**src/hdl/crt_params.svh**
```systemverilog
// register map, field positions, reset values and bus codes of the capture/reload timer
`ifndef CRT_PARAMS_SVH
`define CRT_PARAMS_SVH

`define CRT_OFF_CTRL 5'h00
`define CRT_OFF_MODE 5'h04
`define CRT_OFF_COUNT 5'h08
`define CRT_OFF_RELOAD 5'h0c

`define CRT_CTRL_RUN 0
`define CRT_CTRL_CAPTURE 1
`define CRT_CTRL_EXEN 2
`define CRT_CTRL_OVF 3
`define CRT_CTRL_EXF 4

`define CRT_MODE_CM_LSB 0
`define CRT_MODE_CM_MSB 1
`define CRT_MODE_DOWN_COUNT_ENABLE 2
`define CRT_MODE_PS_LSB 8

`define CRT_PS_W 4
`define CRT_COUNT_MAX 16'hffff
`define CRT_COUNT_MIN 16'h0000
`define CRT_RST_RELOAD 16'h0000
`define CRT_RST_COUNT 16'h0000

`define CRT_RESP_OKAY 2'h0
`define CRT_RESP_SLVERR 2'h2

`endif

```
**src/hdl/crt_pkg.sv**
```systemverilog
// types shared by the capture/reload timer files
package crt_pkg;

  typedef enum logic [1:0] {
    CM_WRAP,
    CM_TOP,
    CM_SLOPE1,
    CM_SLOPE2
  } crt_cmode_e;

  typedef struct packed {
    logic run;
    logic capture;
    logic exen;
  } crt_ctrl_s;

  typedef struct packed {
    crt_cmode_e cmode;
    logic down_count_enable;
    logic [3:0] prescale;
  } crt_mode_s;

  typedef struct packed {
    logic level;
    logic fall;
  } crt_trig_s;

endpackage : crt_pkg

```
**src/hdl/crt_timer.sv**
```systemverilog
// 16-bit capture/auto-reload timer with prescaler and AXI4-Lite registers
// Behaviour
// capture mode: free 16-bit up count, overflow flag on wrap to zero
// capture mode with external enable: pin falling edge copies count to reload register
// that edge sets external flag; both flags can request an interrupt
// capture mode overflows every 65536 counts, each count prescale plus one cycles
// reset clears down-count enable, so auto-reload counts up
// mode 00 up: wrap at all ones, overflow flag, load reload value
// mode 00 with external enable: pin falling edge reloads and sets external flag
// mode 01 up: count zero to top, overflow flag, restart at zero
// mode 01 with external enable: pin falling edge clears count, sets external flag
// mode 01 top value double-buffered, new top used after next overflow
// down-count enabled in modes 00/01: pin high counts up, low counts down
// mode 00 down: underflow at reload value loads all ones; both set overflow flag
// down-count enabled: external flag toggles per over/underflow, no interrupt
// mode 01 down: underflow at zero loads top; up overflow at top loads zero
// modes 10/11 count zero up to top then down to zero, repeating
// dual-slope: external flag shows direction, zero up, one down
// dual-slope top value double-buffered, new top used after underflow at zero
// mode 10 flags overflow at zero only; mode 11 at top and zero
// down-count enable ignored in dual-slope modes
// dual-slope period is twice top, in prescaled counts
// run bit starts counting when set, stops when cleared
// trigger pin synchronised, falling edges found from successive samples
// trigger source holds each level at least two clock cycles
`timescale 1ns/10ps
`include "crt_params.svh"
module crt_timer #(
  parameter int ADDR_W = 5
) (
  // clock and reset
  input wire logic clk_sys,
  input wire logic rst_n,
  // axi4-lite write address
  input wire logic [ADDR_W-1:0] s_axi_awaddr,
  input wire logic [2:0] s_axi_awprot,
  input wire logic s_axi_awvalid,
  output logic s_axi_awready,
  // axi4-lite write data
  input wire logic [31:0] s_axi_wdata,
  input wire logic [3:0] s_axi_wstrb,
  input wire logic s_axi_wvalid,
  output logic s_axi_wready,
  // axi4-lite write response
  output logic [1:0] s_axi_bresp,
  output logic s_axi_bvalid,
  input wire logic s_axi_bready,
  // axi4-lite read address
  input wire logic [ADDR_W-1:0] s_axi_araddr,
  input wire logic [2:0] s_axi_arprot,
  input wire logic s_axi_arvalid,
  output logic s_axi_arready,
  // axi4-lite read data
  output logic [31:0] s_axi_rdata,
  output logic [1:0] s_axi_rresp,
  output logic s_axi_rvalid,
  input wire logic s_axi_rready,
  // external trigger / direction pin
  input wire logic trigger_pin,
  // interrupt request
  output logic irq_req
);

  crt_pkg::crt_ctrl_s ctrl;
  crt_pkg::crt_mode_s mode;
  crt_pkg::crt_trig_s trig;
  logic [15:0] count;
  logic [15:0] reload_capture;
  logic [15:0] top_active;
  logic [`CRT_PS_W-1:0] ps_cnt;
  logic overflow_flag;
  logic external_flag;
  logic tick;
  logic wr_fire;
  logic rd_fire;
  logic [ADDR_W-1:0] wr_addr_word;
  logic [ADDR_W-1:0] rd_addr_word;
  logic wr_ctrl;
  logic wr_mode;
  logic wr_count;
  logic wr_reload;
  logic [31:0] next_rdata;
  logic next_rerr;
  logic [15:0] next_count;
  logic ovf_evt;
  logic ext_set;
  logic ext_tog;
  logic turn_down;
  logic turn_up;
  logic load_top;
  logic cap_evt;
  logic dual_mode;

  // byte-lane merge of a register word with write data
  function automatic logic [31:0] wmerge(input logic [31:0] old, input logic [31:0] data, input logic [3:0] strb);
    logic [31:0] res;
    res = old;
    for (int i = 0; i < 4; i++) begin
      if (strb[i]) begin
        res[i*8 +: 8] = data[i*8 +: 8];
      end
    end
    return res;
  endfunction : wmerge

  function automatic logic [ADDR_W-1:0] word_addr(input logic [ADDR_W-1:0] a);
    return {a[ADDR_W-1:2], 2'b00};
  endfunction : word_addr

  crt_trig_sync u_sync (
    .clk_sys(clk_sys),
    .rst_n(rst_n),
    .trigger_pin(trigger_pin),
    .trig(trig)
  );

  // ---------------- bus slave ----------------
  // address and data are taken together; one response outstanding at most
  assign wr_fire = s_axi_awvalid & s_axi_wvalid & ~s_axi_bvalid;
  assign s_axi_awready = wr_fire;
  assign s_axi_wready = wr_fire;
  assign rd_fire = s_axi_arvalid & ~s_axi_rvalid;
  assign s_axi_arready = ~s_axi_rvalid;
  assign wr_addr_word = word_addr(s_axi_awaddr);
  assign rd_addr_word = word_addr(s_axi_araddr);
  assign wr_ctrl = wr_fire & (wr_addr_word == ADDR_W'(`CRT_OFF_CTRL));
  assign wr_mode = wr_fire & (wr_addr_word == ADDR_W'(`CRT_OFF_MODE));
  assign wr_count = wr_fire & (wr_addr_word == ADDR_W'(`CRT_OFF_COUNT));
  assign wr_reload = wr_fire & (wr_addr_word == ADDR_W'(`CRT_OFF_RELOAD));

  always_ff @(posedge clk_sys) begin
    if (!rst_n) begin
      s_axi_bvalid <= 1'b0;
      s_axi_bresp <= `CRT_RESP_OKAY;
    end else if (wr_fire) begin
      s_axi_bvalid <= 1'b1;
      s_axi_bresp <= (wr_ctrl | wr_mode | wr_count | wr_reload) ? `CRT_RESP_OKAY : `CRT_RESP_SLVERR;
    end else if (s_axi_bready) begin
      s_axi_bvalid <= 1'b0;
    end
  end

  always_comb begin
    next_rdata = 32'h0000_0000;
    next_rerr = 1'b0;
    unique case (rd_addr_word)
      ADDR_W'(`CRT_OFF_CTRL): begin
        next_rdata[`CRT_CTRL_RUN] = ctrl.run;
        next_rdata[`CRT_CTRL_CAPTURE] = ctrl.capture;
        next_rdata[`CRT_CTRL_EXEN] = ctrl.exen;
        next_rdata[`CRT_CTRL_OVF] = overflow_flag;
        next_rdata[`CRT_CTRL_EXF] = external_flag;
      end
      ADDR_W'(`CRT_OFF_MODE): begin
        next_rdata[`CRT_MODE_CM_MSB:`CRT_MODE_CM_LSB] = mode.cmode;
        next_rdata[`CRT_MODE_DOWN_COUNT_ENABLE] = mode.down_count_enable;
        next_rdata[`CRT_MODE_PS_LSB +: `CRT_PS_W] = mode.prescale;
      end
      ADDR_W'(`CRT_OFF_COUNT): next_rdata[15:0] = count;
      ADDR_W'(`CRT_OFF_RELOAD): next_rdata[15:0] = reload_capture;
      default: next_rerr = 1'b1;
    endcase
  end

  always_ff @(posedge clk_sys) begin
    if (!rst_n) begin
      s_axi_rvalid <= 1'b0;
      s_axi_rdata <= 32'h0000_0000;
      s_axi_rresp <= `CRT_RESP_OKAY;
    end else if (rd_fire) begin
      s_axi_rvalid <= 1'b1;
      s_axi_rdata <= next_rdata;
      s_axi_rresp <= next_rerr ? `CRT_RESP_SLVERR : `CRT_RESP_OKAY;
    end else if (s_axi_rready) begin
      s_axi_rvalid <= 1'b0;
    end
  end

  // ---------------- software-owned configuration ----------------
  always_ff @(posedge clk_sys) begin
    if (!rst_n) begin
      ctrl <= '0;
    end else if (wr_ctrl && s_axi_wstrb[0]) begin
      ctrl.run <= s_axi_wdata[`CRT_CTRL_RUN];
      ctrl.capture <= s_axi_wdata[`CRT_CTRL_CAPTURE];
      ctrl.exen <= s_axi_wdata[`CRT_CTRL_EXEN];
    end
  end

  always_ff @(posedge clk_sys) begin
    if (!rst_n) begin
      mode.cmode <= crt_pkg::CM_WRAP;
      mode.down_count_enable <= 1'b0;
      mode.prescale <= '0;
    end else if (wr_mode) begin
      if (s_axi_wstrb[0]) begin
        mode.cmode <= crt_pkg::crt_cmode_e'(s_axi_wdata[`CRT_MODE_CM_MSB:`CRT_MODE_CM_LSB]);
        mode.down_count_enable <= s_axi_wdata[`CRT_MODE_DOWN_COUNT_ENABLE];
      end
      if (s_axi_wstrb[1]) begin
        mode.prescale <= s_axi_wdata[`CRT_MODE_PS_LSB +: `CRT_PS_W];
      end
    end
  end

  // ---------------- prescaler ----------------
  // one count every prescale+1 cycles; stopped timer restarts a fresh prescale period
  assign tick = ctrl.run & (ps_cnt == mode.prescale);

  always_ff @(posedge clk_sys) begin
    if (!rst_n) begin
      ps_cnt <= '0;
    end else if (!ctrl.run || tick) begin
      ps_cnt <= '0;
    end else begin
      ps_cnt <= ps_cnt + `CRT_PS_W'(1);
    end
  end

  // ---------------- count engine ----------------
  assign dual_mode = ~ctrl.capture & ((mode.cmode == crt_pkg::CM_SLOPE1) | (mode.cmode == crt_pkg::CM_SLOPE2));

  always_comb begin
    next_count = count;
    ovf_evt = 1'b0;
    ext_set = 1'b0;
    ext_tog = 1'b0;
    turn_down = 1'b0;
    turn_up = 1'b0;
    load_top = 1'b0;
    cap_evt = 1'b0;
    if (ctrl.capture) begin
      if (tick) begin
        next_count = count + 16'h0001;
        ovf_evt = (count == `CRT_COUNT_MAX);
      end
      if (trig.fall && ctrl.exen) begin
        cap_evt = 1'b1;
        ext_set = 1'b1;
      end
    end else if (dual_mode) begin
      // direction is held in the external flag; down-count enable is not looked at
      if (tick) begin
        if (!external_flag) begin
          if (count == top_active) begin
            turn_down = 1'b1;
            next_count = (top_active == `CRT_COUNT_MIN) ? `CRT_COUNT_MIN : count - 16'h0001;
            ovf_evt = (mode.cmode == crt_pkg::CM_SLOPE2);
          end else begin
            next_count = count + 16'h0001;
          end
        end else begin
          if (count == `CRT_COUNT_MIN) begin
            turn_up = 1'b1;
            load_top = 1'b1;
            ovf_evt = 1'b1;
            next_count = (reload_capture == `CRT_COUNT_MIN) ? `CRT_COUNT_MIN : 16'h0001;
          end else begin
            next_count = count - 16'h0001;
          end
        end
      end
    end else if (mode.down_count_enable) begin
      // pin level picks direction, the edge itself does nothing here
      if (tick) begin
        if (trig.level) begin
          if (mode.cmode == crt_pkg::CM_WRAP) begin
            if (count == `CRT_COUNT_MAX) begin
              next_count = reload_capture;
              ovf_evt = 1'b1;
              ext_tog = 1'b1;
            end else begin
              next_count = count + 16'h0001;
            end
          end else begin
            if (count == top_active) begin
              next_count = `CRT_COUNT_MIN;
              ovf_evt = 1'b1;
              ext_tog = 1'b1;
              load_top = 1'b1;
            end else begin
              next_count = count + 16'h0001;
            end
          end
        end else begin
          if (mode.cmode == crt_pkg::CM_WRAP) begin
            if (count == reload_capture) begin
              next_count = `CRT_COUNT_MAX;
              ovf_evt = 1'b1;
              ext_tog = 1'b1;
            end else begin
              next_count = count - 16'h0001;
            end
          end else begin
            if (count == `CRT_COUNT_MIN) begin
              next_count = top_active;
              ovf_evt = 1'b1;
              ext_tog = 1'b1;
            end else begin
              next_count = count - 16'h0001;
            end
          end
        end
      end
    end else begin
      if (tick) begin
        if (mode.cmode == crt_pkg::CM_WRAP) begin
          if (count == `CRT_COUNT_MAX) begin
            next_count = reload_capture;
            ovf_evt = 1'b1;
          end else begin
            next_count = count + 16'h0001;
          end
        end else begin
          if (count == top_active) begin
            next_count = `CRT_COUNT_MIN;
            ovf_evt = 1'b1;
            load_top = 1'b1;
          end else begin
            next_count = count + 16'h0001;
          end
        end
      end
      // the pin edge takes priority over a tick in the same cycle
      if (trig.fall && ctrl.exen) begin
        next_count = (mode.cmode == crt_pkg::CM_WRAP) ? reload_capture : `CRT_COUNT_MIN;
        ext_set = 1'b1;
      end
    end
  end

  always_ff @(posedge clk_sys) begin
    if (!rst_n) begin
      count <= `CRT_RST_COUNT;
    end else if (wr_count) begin
      count <= 16'(wmerge({16'h0000, count}, s_axi_wdata, s_axi_wstrb));
    end else begin
      count <= next_count;
    end
  end

  // capture beats a software write landing in the same cycle
  always_ff @(posedge clk_sys) begin
    if (!rst_n) begin
      reload_capture <= `CRT_RST_RELOAD;
    end else if (cap_evt) begin
      reload_capture <= count;
    end else if (wr_reload) begin
      reload_capture <= 16'(wmerge({16'h0000, reload_capture}, s_axi_wdata, s_axi_wstrb));
    end
  end

  // shadow top: follows software freely while stopped, else only at the period boundary
  always_ff @(posedge clk_sys) begin
    if (!rst_n) begin
      top_active <= `CRT_RST_RELOAD;
    end else if (!ctrl.run || load_top) begin
      top_active <= reload_capture;
    end
  end

  // ---------------- flags ----------------
  // hardware set wins over a software write in the same cycle
  always_ff @(posedge clk_sys) begin
    if (!rst_n) begin
      overflow_flag <= 1'b0;
    end else if (ovf_evt) begin
      overflow_flag <= 1'b1;
    end else if (wr_ctrl && s_axi_wstrb[0]) begin
      overflow_flag <= s_axi_wdata[`CRT_CTRL_OVF];
    end
  end

  always_ff @(posedge clk_sys) begin
    if (!rst_n) begin
      external_flag <= 1'b0;
    end else if (turn_down) begin
      external_flag <= 1'b1;
    end else if (turn_up) begin
      external_flag <= 1'b0;
    end else if (ext_set) begin
      external_flag <= 1'b1;
    end else if (ext_tog) begin
      external_flag <= ~external_flag;
    end else if (wr_ctrl && s_axi_wstrb[0]) begin
      external_flag <= s_axi_wdata[`CRT_CTRL_EXF];
    end
  end

  // external flag is a count bit or direction in up/down and dual-slope use, so it is kept off the request
  always_ff @(posedge clk_sys) begin
    if (!rst_n) begin
      irq_req <= 1'b0;
    end else begin
      irq_req <= overflow_flag | (external_flag & (ctrl.capture | (~dual_mode & ~mode.down_count_enable)));
    end
  end

endmodule : crt_timer

```
**src/hdl/crt_trig_sync.sv**
```systemverilog
// trigger pin synchroniser and falling edge detector
`timescale 1ns/10ps
module crt_trig_sync (
  // clock and reset
  input wire logic clk_sys,
  input wire logic rst_n,
  // pin and result
  input wire logic trigger_pin,
  output crt_pkg::crt_trig_s trig
);

  logic meta;
  logic sync;
  logic prev;

  // first stage feeds only the second; edge logic looks at the later stages
  always_ff @(posedge clk_sys) begin
    if (!rst_n) begin
      meta <= 1'b1;
      sync <= 1'b1;
      prev <= 1'b1;
    end else begin
      meta <= trigger_pin;
      sync <= meta;
      prev <= sync;
    end
  end

  assign trig.level = sync;
  assign trig.fall = prev & ~sync;

endmodule : crt_trig_sync

```
**config.mk**
```make
export PLATFORM = sky130hd
export DESIGN_NAME = crt_timer
export DESIGN_NICKNAME = d
export VERILOG_FILES = /design/src/hdl/crt_pkg.sv /design/src/hdl/crt_timer.sv /design/src/hdl/crt_trig_sync.sv
export VERILOG_INCLUDE_DIRS = /design/src /design/src/hdl
export SDC_FILE = /design/constraint.sdc
export NUM_CORES = 1
export LEC_CHECK = 0
export ABC_CLOCK_PERIOD_IN_PS = 3300
export BUFFER_PORTS_ARGS = -buffer_cell sky130_fd_sc_hd__buf_2
export CAP_MARGIN = 25
export CORE_ASPECT_RATIO = 0.75
export CORE_MARGIN = 2
export CORE_UTILIZATION = 45
export DETAILED_ROUTE_END_ITERATION = 7
export GPL_ROUTABILITY_DRIVEN = 0
export PLACE_DENSITY = 0.65
export SLEW_MARGIN = 25
export SYNTH_ARGS = -nofsm -noshare
export SYNTH_HDL_FRONTEND = slang
export SYNTH_SLANG_ARGS = --single-unit
```
**constraint.sdc**
```tcl
create_clock -name clk_sys -period 3.3 [get_ports clk_sys]
set_input_delay 0.66 -clock clk_sys [delete_from_list [all_inputs] [get_ports clk_sys]]
set_output_delay 0.66 -clock clk_sys [all_outputs]
set_load 0.05 [all_outputs]
```
==> results of run 1 <==
[where the power goes]
part / internal (mW) / switching (mW)
clock: 0.522 / 0.493
combinational: 0.166 / 0.343
sequential: 1.07 / 0.0176
total: 1.76 / 0.853
[logic make-up (layout without fill, tap and decap cells)]
logic type | after synthesis | in the layout | share of synthesized area [%]
AO/OA/AOI/OAI | 216 | 216 | 22.6
other | 1 | 18 | 0.0535
buffers and inverters | 113 | 152 | 8.34
AND/OR/NAND/NOR | 345 | 345 | 27.9
multiplexers | 43 | 43 | 6.84
flip-flops | 88 | 88 | 25.1
adder cells (fa/ha/maj) | 4 | 4 | 0.714
XOR/XNOR | 67 | 67 | 8.37
[layout make-up]
| class | count | area, µm² | area share (%) |
|---|---|---|---|
| Tap cell | 205 | 256 | 3.26 |
| Inverter | 16 | 60.1 | 0.763 |
| Timing Repair Buffer | 120 | 778 | 9.89 |
| Clock inverter | 6 | 51.3 | 0.652 |
| Sequential cell | 88 | 1760 | 22.4 |
| Multi-Input combinational cell | 693 | 4730 | 60.1 |
| Clock buffer | 10 | 229 | 2.91 |
[how the worst min path moves through the flow]
stage	startpoint	endpoint	slack, ns	depth (start not counted)
6_report	u_sync.meta	u_sync.sync	0.43	1
5_1_grt	u_sync.meta	u_sync.sync	0.46	1
4_1_cts	u_sync.meta	u_sync.sync	0.44	1
3_5_place_dp	u_sync.meta	u_sync.sync	0.42	1
3_3_place_gp	u_sync.meta	u_sync.sync	0.41	1
2_1_floorplan	u_sync.meta	u_sync.sync	0.39	1
[per-stage QoR]
step	instances	hold WS, ns	utilization, %
6_report	1138	0.431	51.7
5_1_grt	1138	0.459	51.7
4_1_cts	1138	0.439	51.7
3_5_place_dp	1122	0.421	49.8
3_3_place_gp	1122	0.406	49.8
2_1_floorplan	894	0.386	-
[metal layers]
| metal | up-vias | part of all wire, % |
|---|---|---|
| met4 | 2 | 3.3 |
| met3 | 89 | 15 |
| met2 | 548 | 39 |
| li1 | 3301 | - |
| met1 | 3444 | 42 |
| met5 | - | 0.20 |
[Yosys cell counts (5+ instances only)]
cell,instances,area (µm²)
dfxtp_1,88,1760
nand2_1,87,327
nor2_1,52,195
clkbuf_1,47,176
nand3_1,44,220
o21ai_0,42,210
xnor2_1,42,368
nor2b_1,33,206
mux2i_1,31,310
a21oi_1,27,135
xor2_1,25,219
buf_4,22,165
nand4_1,21,131
nor4_1,21,131
a22oi_1,20,150
o211a_1,19,190
o221ai_1,17,149
inv_1,16,60.1
nand2b_1,16,100
o211ai_1,15,113
buf_2,14,70.1
a31oi_1,10,62.6
nor3_1,10,50.1
mux2_2,9,101
a22o_1,6,52.6
buf_6,6,67.6
nand3b_1,6,45.0
o22ai_1,6,37.5
or3_1,6,37.5
and2_1,5,31.3
and3_1,5,31.3
buf_1,5,18.8
o311a_1,5,50.1
[layout by cell type (no fill, tap or decap), types with 5 or more instances in the layout]
cell and count:
dfxtp_1 88, nand2_1 86, buf_4 65, buf_2 54
nor2_1 52, nand3_1 44, xnor2_1 42, o21ai_0 42
nor2b_1 33, mux2i_1 31, a21oi_1 27, xor2_1 25
nand4_1 21, nor4_1 21, a22oi_1 20, o211a_1 19
conb_1 18, o221ai_1 17, inv_1 16, nand2b_1 16
o211ai_1 15, a31oi_1 10, nor3_1 10, mux2_2 9
clkbuf_16 9, nand3b_1 6, o22ai_1 6, or3_1 6
a22o_1 6, and3_1 5, and2_1 5, o311a_1 5
[worst reg2reg max path: cells and delay by family, from the launching register on]
kind / cells / cell delay [ns]
AO/OA/AOI/OAI: 4 / 0.92
XOR/XNOR: 1 / 0.28
buffers and inverters: 1 / 0.17
flip-flops: 1 / 0.60
AND/OR/NAND/NOR: 2 / 0.98
[registers in the layout, summed over array words and instances, names as in the netlist]
name,count
count,16
reload_capture,16
s_axi_rdata,16
top_active,16
mode,7
ps_cnt,4
ctrl,3
external_flag,1
irq_req,1
overflow_flag,1
s_axi_bresp,1
s_axi_bvalid,1
s_axi_rresp,1
s_axi_rvalid,1
u_sync.meta,1
u_sync.prev,1
u_sync.sync,1
==> results.cfg, run 1 <==
[placed_design]
place_ws_ns = 0.543
dp.final_hpwl_um = 20100
placed_area_um2 = 7580
numPortBuffers = 55

[setup_path]
arrival_ns = 3.30
rr_endpoint = count[7]
rr_startpoint = count[4]
start_kind = register
cp-endpoint = count[7]
slowest_stage = nor4_1
rrSetupSlack_ns = 0.26
crit_start = count[4]
cp_slowest_stage_delay_ns = 0.63
path_class = register to register
path_cells = xor2_1 > nor4_1 > nand4_1 > o21ai_2 > buf_12 > o221ai_1 > a31o_1 > a211oi_1
required_ns = 3.56
path_buf_inv = 1
reg2reg_depth = 8
path_depth = 8
end_kind = register
crit_family = simple AND/OR/NAND/NOR gates
cp_max_fo = 12

[routing]
ant_nets = 0
vias_per_cell = 6.49
drt_first_pass_iters = 7
drtIter0Drc = 1150
wl_per_cell_um = 23.2
num_vias = 7384
routed_wirelength_um = 26400
drc_errors = 0

[cts]
htreeDepth = 3
clock_tree.buffer_depth = 2
cts_buffers = 9
ctsHoldBuffers = 0
clock_latency_ns = 0.35
ctsRootBufferMaster = clkbuf_16
path_clk_slew_ns = 0.07
cts_setup_buffers = 0
cts_tree = built
post_cts_resized = 0
cts.sinks = 88

[run_status]
outcome = completed

[floorplan]
die_w_um = 148
core-area_um2 = 15200
io_pins = 102
initial_core_util_pct = 46.0
die_h_um = 112
rows = 39
dieArea_um2 = 16600

[global_route]
use_met1_pct = 46.1
antenna_found_initial = 1
busiest_layer = met1
grt_pass1_wl_um = 40000
grt_pass1_vias = 6613
grt.overflow.total = 0
grtUsageTotal_pct = 31.5
grtUsageMet3_pct = 12.1
grt_max_degree = 60
grtUsageMet2_pct = 42.7

[timing]
rsz0062_at_grt = no
hold_viol = 0
final-setup-viol-count = 0
layout_setup_ws_ns = 0.255
max_freq_mhz = 328
fin_skew_ns = 0.0108
drv_slew = 0
relSlewSlack_pct = 39.9
tightest_slew_ns = 0.893
fin_crit_sh_pct = 92.3
tns_ns = 0
min_period_ns = 3.04

[power]
irDropWorstVdd_mv = 0.218
power_density_nw_per_um2 = 332
power.leakage_nw = 3.46
fin_total_pwr_mw = 2.61

[layout]
diodes = 0
fill_cells = 1479
final_nets = 992
syn_to_final_growth_pct = 12.2
final_area_um2 = 7870
drive_above_1_share_pct = 19.5

[logic_synthesis]
synth_warnings = 0
ys.flop_type = dfxtp_1
synth-seq-area-share_pct = 25.1
synth_edf_count = 0
async_flop_share_pct = 0
synth-seq-cells = 88
synth.avg_cell_area_um2 = 7.99
syn_inst = 877
ys_types = 87
syn_area_um2 = 7010

[flow_run]
cap_violations = 0

[min_path]
min_path_type = register to register
(Power assumes the default switching activity.)
==> run 2, diff against run 1 <==
Settings changed: ABC_CLOCK_PERIOD_IN_PS 3300 to 3800, PLACE_DENSITY 0.65 to unset, PLACE_DENSITY_LB_ADDON set to 0.3.
Clock period 3.3 ns to 3.8 ns, I/O delays scaled along.
==> run 2 against run 1 <==
  * Register-to-register slack improved by 0.35 ns
  * Global-route usage fell by 1.5 points
  * Largest power group unchanged
  * Cell area fell by 3.2%
  * First-iteration DRC count rose by 5.9%
  * Cell count fell by 2.8%
  * Clock power fell by 13%
  * Via count fell by 2.3%
==> results.cfg, run 2 (same netlist as run 1, synthesis figures left out) <==
[layout]
stdcell_count = 1106
final_area_um2 = 7620
syn_to_final_growth_pct = 8.68
final_util_pct = 50.0
seqCellArea_um2 = 1760
layout_commonest_cell = dfxtp_1
drive_above_1_share_pct = 16.8
final_cell_mix = dfxtp_1, nand2_1, buf_2
diodes = 0
final_nets = 961
fill_cells = 1505
multiInputGateArea_um2 = 4730

[global_route]
grt_pass1_wl_um = 38100
grtUsageTotal_pct = 30.0
grt_max_degree = 74
busiest_layer = met1
grtUsageMet2_pct = 40.0
use_met1_pct = 45.9
grt_pass1_vias = 6255
antenna_found_initial = 0
grtUsageMet3_pct = 9.47
grt.overflow.total = 0

[setup_path]
rr_endpoint = count[13]
required_ns = 4.08
rrSetupSlack_ns = 0.60
arrival_ns = 3.48
cp_max_fo = 12
end_kind = register
start_kind = register
reg2reg_depth = 8
path_class = register to register
rr_startpoint = count[0]

[timing]
drv_slew = 0
min_period_ns = 3.20
max_freq_mhz = 313
fin_skew_ns = 0.0150
relSlewSlack_pct = 38.2
tightest_slew_ns = 0.926
tns_ns = 0
layout_setup_ws_ns = 0.605
fin_crit_sh_pct = 84.1
rsz0062_at_grt = no
hold_viol = 0
final-setup-viol-count = 0
worst_hold_slack_ns = 0.415

[run_status]
outcome = completed

[power]
power.leakage_nw = 3.30
power_density_nw_per_um2 = 294
irDropWorstVdd_mv = 0.226
fin_total_pwr_mw = 2.24

[floorplan]
io_pins = 102
dieArea_um2 = 16600
die_h_um = 112
initial_core_util_pct = 46.0
rows = 39
core-area_um2 = 15200
die_w_um = 148

[cts]
path_clk_slew_ns = 0.08
cts_tree = built
clock_tree.buffer_depth = 2
ctsHoldBuffers = 0
cts.sinks = 88
htreeDepth = 3
cts_setup_buffers = 0
post_cts_resized = 0
clock_latency_ns = 0.36
ctsRootBufferMaster = clkbuf_16
cts_buffers = 9

[min_path]
hold_start = u_sync.meta
min_path_type = register to register
min_to = u_sync.sync
hold_depth = 1

[flow_run]
cap_violations = 0

[routing]
num_vias = 7211
drtIter0Drc = 1218
drc_errors = 0
routed_wirelength_um = 25300
vias_per_cell = 6.52
drt_first_pass_iters = 5
wl_per_cell_um = 22.9
ant_nets = 0

[placed_design]
dp.final_hpwl_um = 18700
placedCellCount = 1091
place_ws_ns = 0.772
placed_area_um2 = 7340
numPortBuffers = 55
[run 2: cell types whose count changed in the layout (fill, tap and decap cells not counted), sizes merged]
cell,change
inv,+1
buf,-31
clkinv,-1
clkbuf,-1
[run 2: metal layers]
| metal | vias to the layer above | part of all wire [%] | wire length, µm |
|---|---|---|---|
| li1 | 3240 | - | - |
| met1 | 3366 | 43 | 11000 |
| met2 | 514 | 39 | 9790 |
| met3 | 91 | 15 | 3740 |
| met4 | 0 | 3.2 | 807 |
| met5 | - | 0 | 0 |
[run 2: worst max-delay path by stage]
stage | cells after the start | from | endpoint | slack (ns)
global route | 8 | count[0] | count[13] | 0.55
global placement | 9 | count[0] | count[10] | 0.76
CTS | 9 | count[0] | count[10] | 0.75
floorplan | 10 | count[0] | count[10] | 1.33
finish | 8 | count[0] | count[13] | 0.60
detailed placement | 8 | count[0] | count[13] | 0.77
[run 2: area by class of cell]
cell class                 count  area share (%)
inverter                      16           0.788
sequential                    88            23.1
clock inverter                 6           0.673
tap                          205            3.37
clock buffer                   9            2.96
multi-input combinational    693            62.1
timing repair buffer          89            7.00
[run 2: report_power, final]
| part | switching [mW] | internal (mW) | total, mW |
|---|---|---|---|
| clock network | 0.427 | 0.450 | 0.877 |
| logic | 0.285 | 0.125 | 0.410 |
| registers | 0.0190 | 0.931 | 0.950 |
[run 2: worst max-delay path, cell delays in order, from the launching register on]
cell     delay (ns)
dfxtp_1        0.76
ha_1           0.45
nand3_4        0.18
nor4_4         0.59
nor2_1         0.17
nor3_2         0.35
nand2_1        0.11
a311o_1        0.37
a31oi_1        0.15
==> run 3, diff against run 2 <==
Settings changed: ABC_CLOCK_PERIOD_IN_PS 3800 to 2600.
Clock period 3.8 ns to 2.6 ns, I/O delays scaled along.
==> run 3 against run 2 <==
  * Cell count is 8.0% higher
  * Sequential share of layout area down 2.1 points
  * Wire length rose by 7.2%
  * Core utilization grew 5.3 points
  * Critical path type unchanged
  * Largest cell class unchanged
==> results.cfg, run 3 (same netlist as run 1, synthesis figures left out) <==
[run_status]
outcome = completed

[floorplan]
core-area_um2 = 15200
rows = 39
io_pins = 102
dieArea_um2 = 16600
die_w_um = 148
die_h_um = 112
initial_core_util_pct = 46.0

[layout]
layout_commonest_cell = buf_4
drive_above_1_share_pct = 25.4
stdcell_count = 1195
final_nets = 1049
syn_to_final_growth_pct = 20.1
final_util_pct = 55.3
diodes = 0
final_cell_mix = buf_4, nand2_1, dfxtp_1

[timing]
tns_ns = 0
fin_skew_ns = 0.00875
final-setup-viol-count = 0
fin_crit_sh_pct = 99.9
relSlewSlack_pct = 56.3
worst_hold_slack_ns = 0.343
drv_slew = 0
layout_setup_ws_ns = 0.00166
max_freq_mhz = 385
min_period_ns = 2.60
tightest_slew_ns = 0.656
hold_viol = 0

[cts]
cts.sinks = 88
cts_tree = built
ctsHoldBuffers = 0
cts_setup_buffers = 0
clock_tree.buffer_depth = 2
cts_buffers = 9
clock_latency_ns = 0.36
htreeDepth = 3
path_clk_slew_ns = 0.08
ctsRootBufferMaster = clkbuf_16

[routing]
drtIter0Drc = 1277
num_vias = 7567
drt_first_pass_iters = 8
wl_per_cell_um = 22.7
routed_wirelength_um = 27100
ant_nets = 0
vias_per_cell = 6.33
drc_errors = 0

[power]
irDropWorstVdd_mv = 0.312
pwr-share-comb_pct = 20.5
clkPwrFrac_pct = 39.7
power.switching_mw = 1.15
p_sw_share_pct = 33.0
power_frac_seq_pct = 39.7
power_density_nw_per_um2 = 412
power.leakage_nw = 3.79
p_int_mw = 2.32

[setup_path]
cp-endpoint = count[2]
rrSetupSlack_ns = 0.002
end_kind = register
arrival_ns = 2.91
required_ns = 2.91
rr_endpoint = count[2]
reg2reg_depth = 10
cp_max_fo = 5
crit_start = count[15]
path_class = register to register
rr_startpoint = count[15]
start_kind = register

[global_route]
grt_max_degree = 59
grt_pass1_wl_um = 40600
antenna_found_initial = 0
grtUsageMet3_pct = 11.1
grtUsageMet2_pct = 43.8
grtUsageTotal_pct = 32.0
grt_pass1_vias = 6825
busiest_layer = met1
grt.overflow.total = 0
use_met1_pct = 47.1

[placed_design]
place_ws_ns = 0.0861
numPortBuffers = 55
placedCellCount = 1179
dp.final_hpwl_um = 20700

[flow_run]
cap_violations = 0

[min_path]
hold_depth = 2
min_path_type = input port to register
[run 3: cell types whose count changed in the layout (fill, tap and decap cells not counted), moves of 2 or more]
cell / change
buf_4: +82
dfxtp_2: +6
buf_12: +6
clkinv_4: -2
xnor2_1: -2
dfxtp_1: -6
xnor2_2: +2
inv_8: +2
[run 3: repair_timing]
action,CTS,global route
endpoints found under the setup margin,0,18
resized for setup,0,12
endpoints found under the hold margin,0,0
[run 3: layer usage]
| metal | share of wire, % | vias up |
|---|---|---|
| met5 | 0.20 | - |
| met4 | 3.1 | 2 |
| met3 | 15 | 98 |
| met2 | 39 | 587 |
| met1 | 43 | 3470 |
| li1 | - | 3410 |
[run 3: worst max-delay path, stage by stage, from the launching register on]
cell,delay [ns]
dfxtp_1,0.53
xor2_1,0.17
nor4_1,0.28
buf_4,0.17
nand4_1,0.21
buf_4,0.21
o211ai_1,0.15
o211ai_1,0.15
and4b_1,0.24
a221oi_1,0.27
buf_4,0.18
[run 3: worst min path at each step]
stage	start	endpoint
finish	trigger_pin	u_sync.meta
global route	trigger_pin	u_sync.meta
CTS	trigger_pin	u_sync.meta
detailed placement	u_sync.meta	u_sync.sync
global placement	u_sync.meta	u_sync.sync
floorplan	u_sync.meta	u_sync.sync
[run 3: power by group through the flow]
stage	combinational [mW]	clock, mW	sequential, mW
3_5_place_dp	0.673	0	1.41
3_3_place_gp	0.670	0	1.41
5_1_grt	0.738	1.43	1.38
2_1_floorplan	0.425	0	1.42
4_1_cts	0.676	1.38	1.38
6_report	0.713	1.38	1.38
[run 3: layout make-up]
type | instances | area (µm²)
well taps | 205 | 256
fillers | 1408 | 6810
clock inverters | 6 | 57.6
repair buffers | 177 | 1270
inverters | 16 | 60.1
clock buffers | 10 | 239
multi-input cells | 693 | 4770
flip-flops and latches | 88 | 1770
[run 3: metrics by stage]
step | area [µm²] | total power, mW
after global routing | 8420 | 3.55
final | 8420 | 3.47
after global placement | 8070 | 2.08
after detailed placement | 8070 | 2.08
after CTS | 8370 | 3.44
after floorplan | 7070 | 1.84
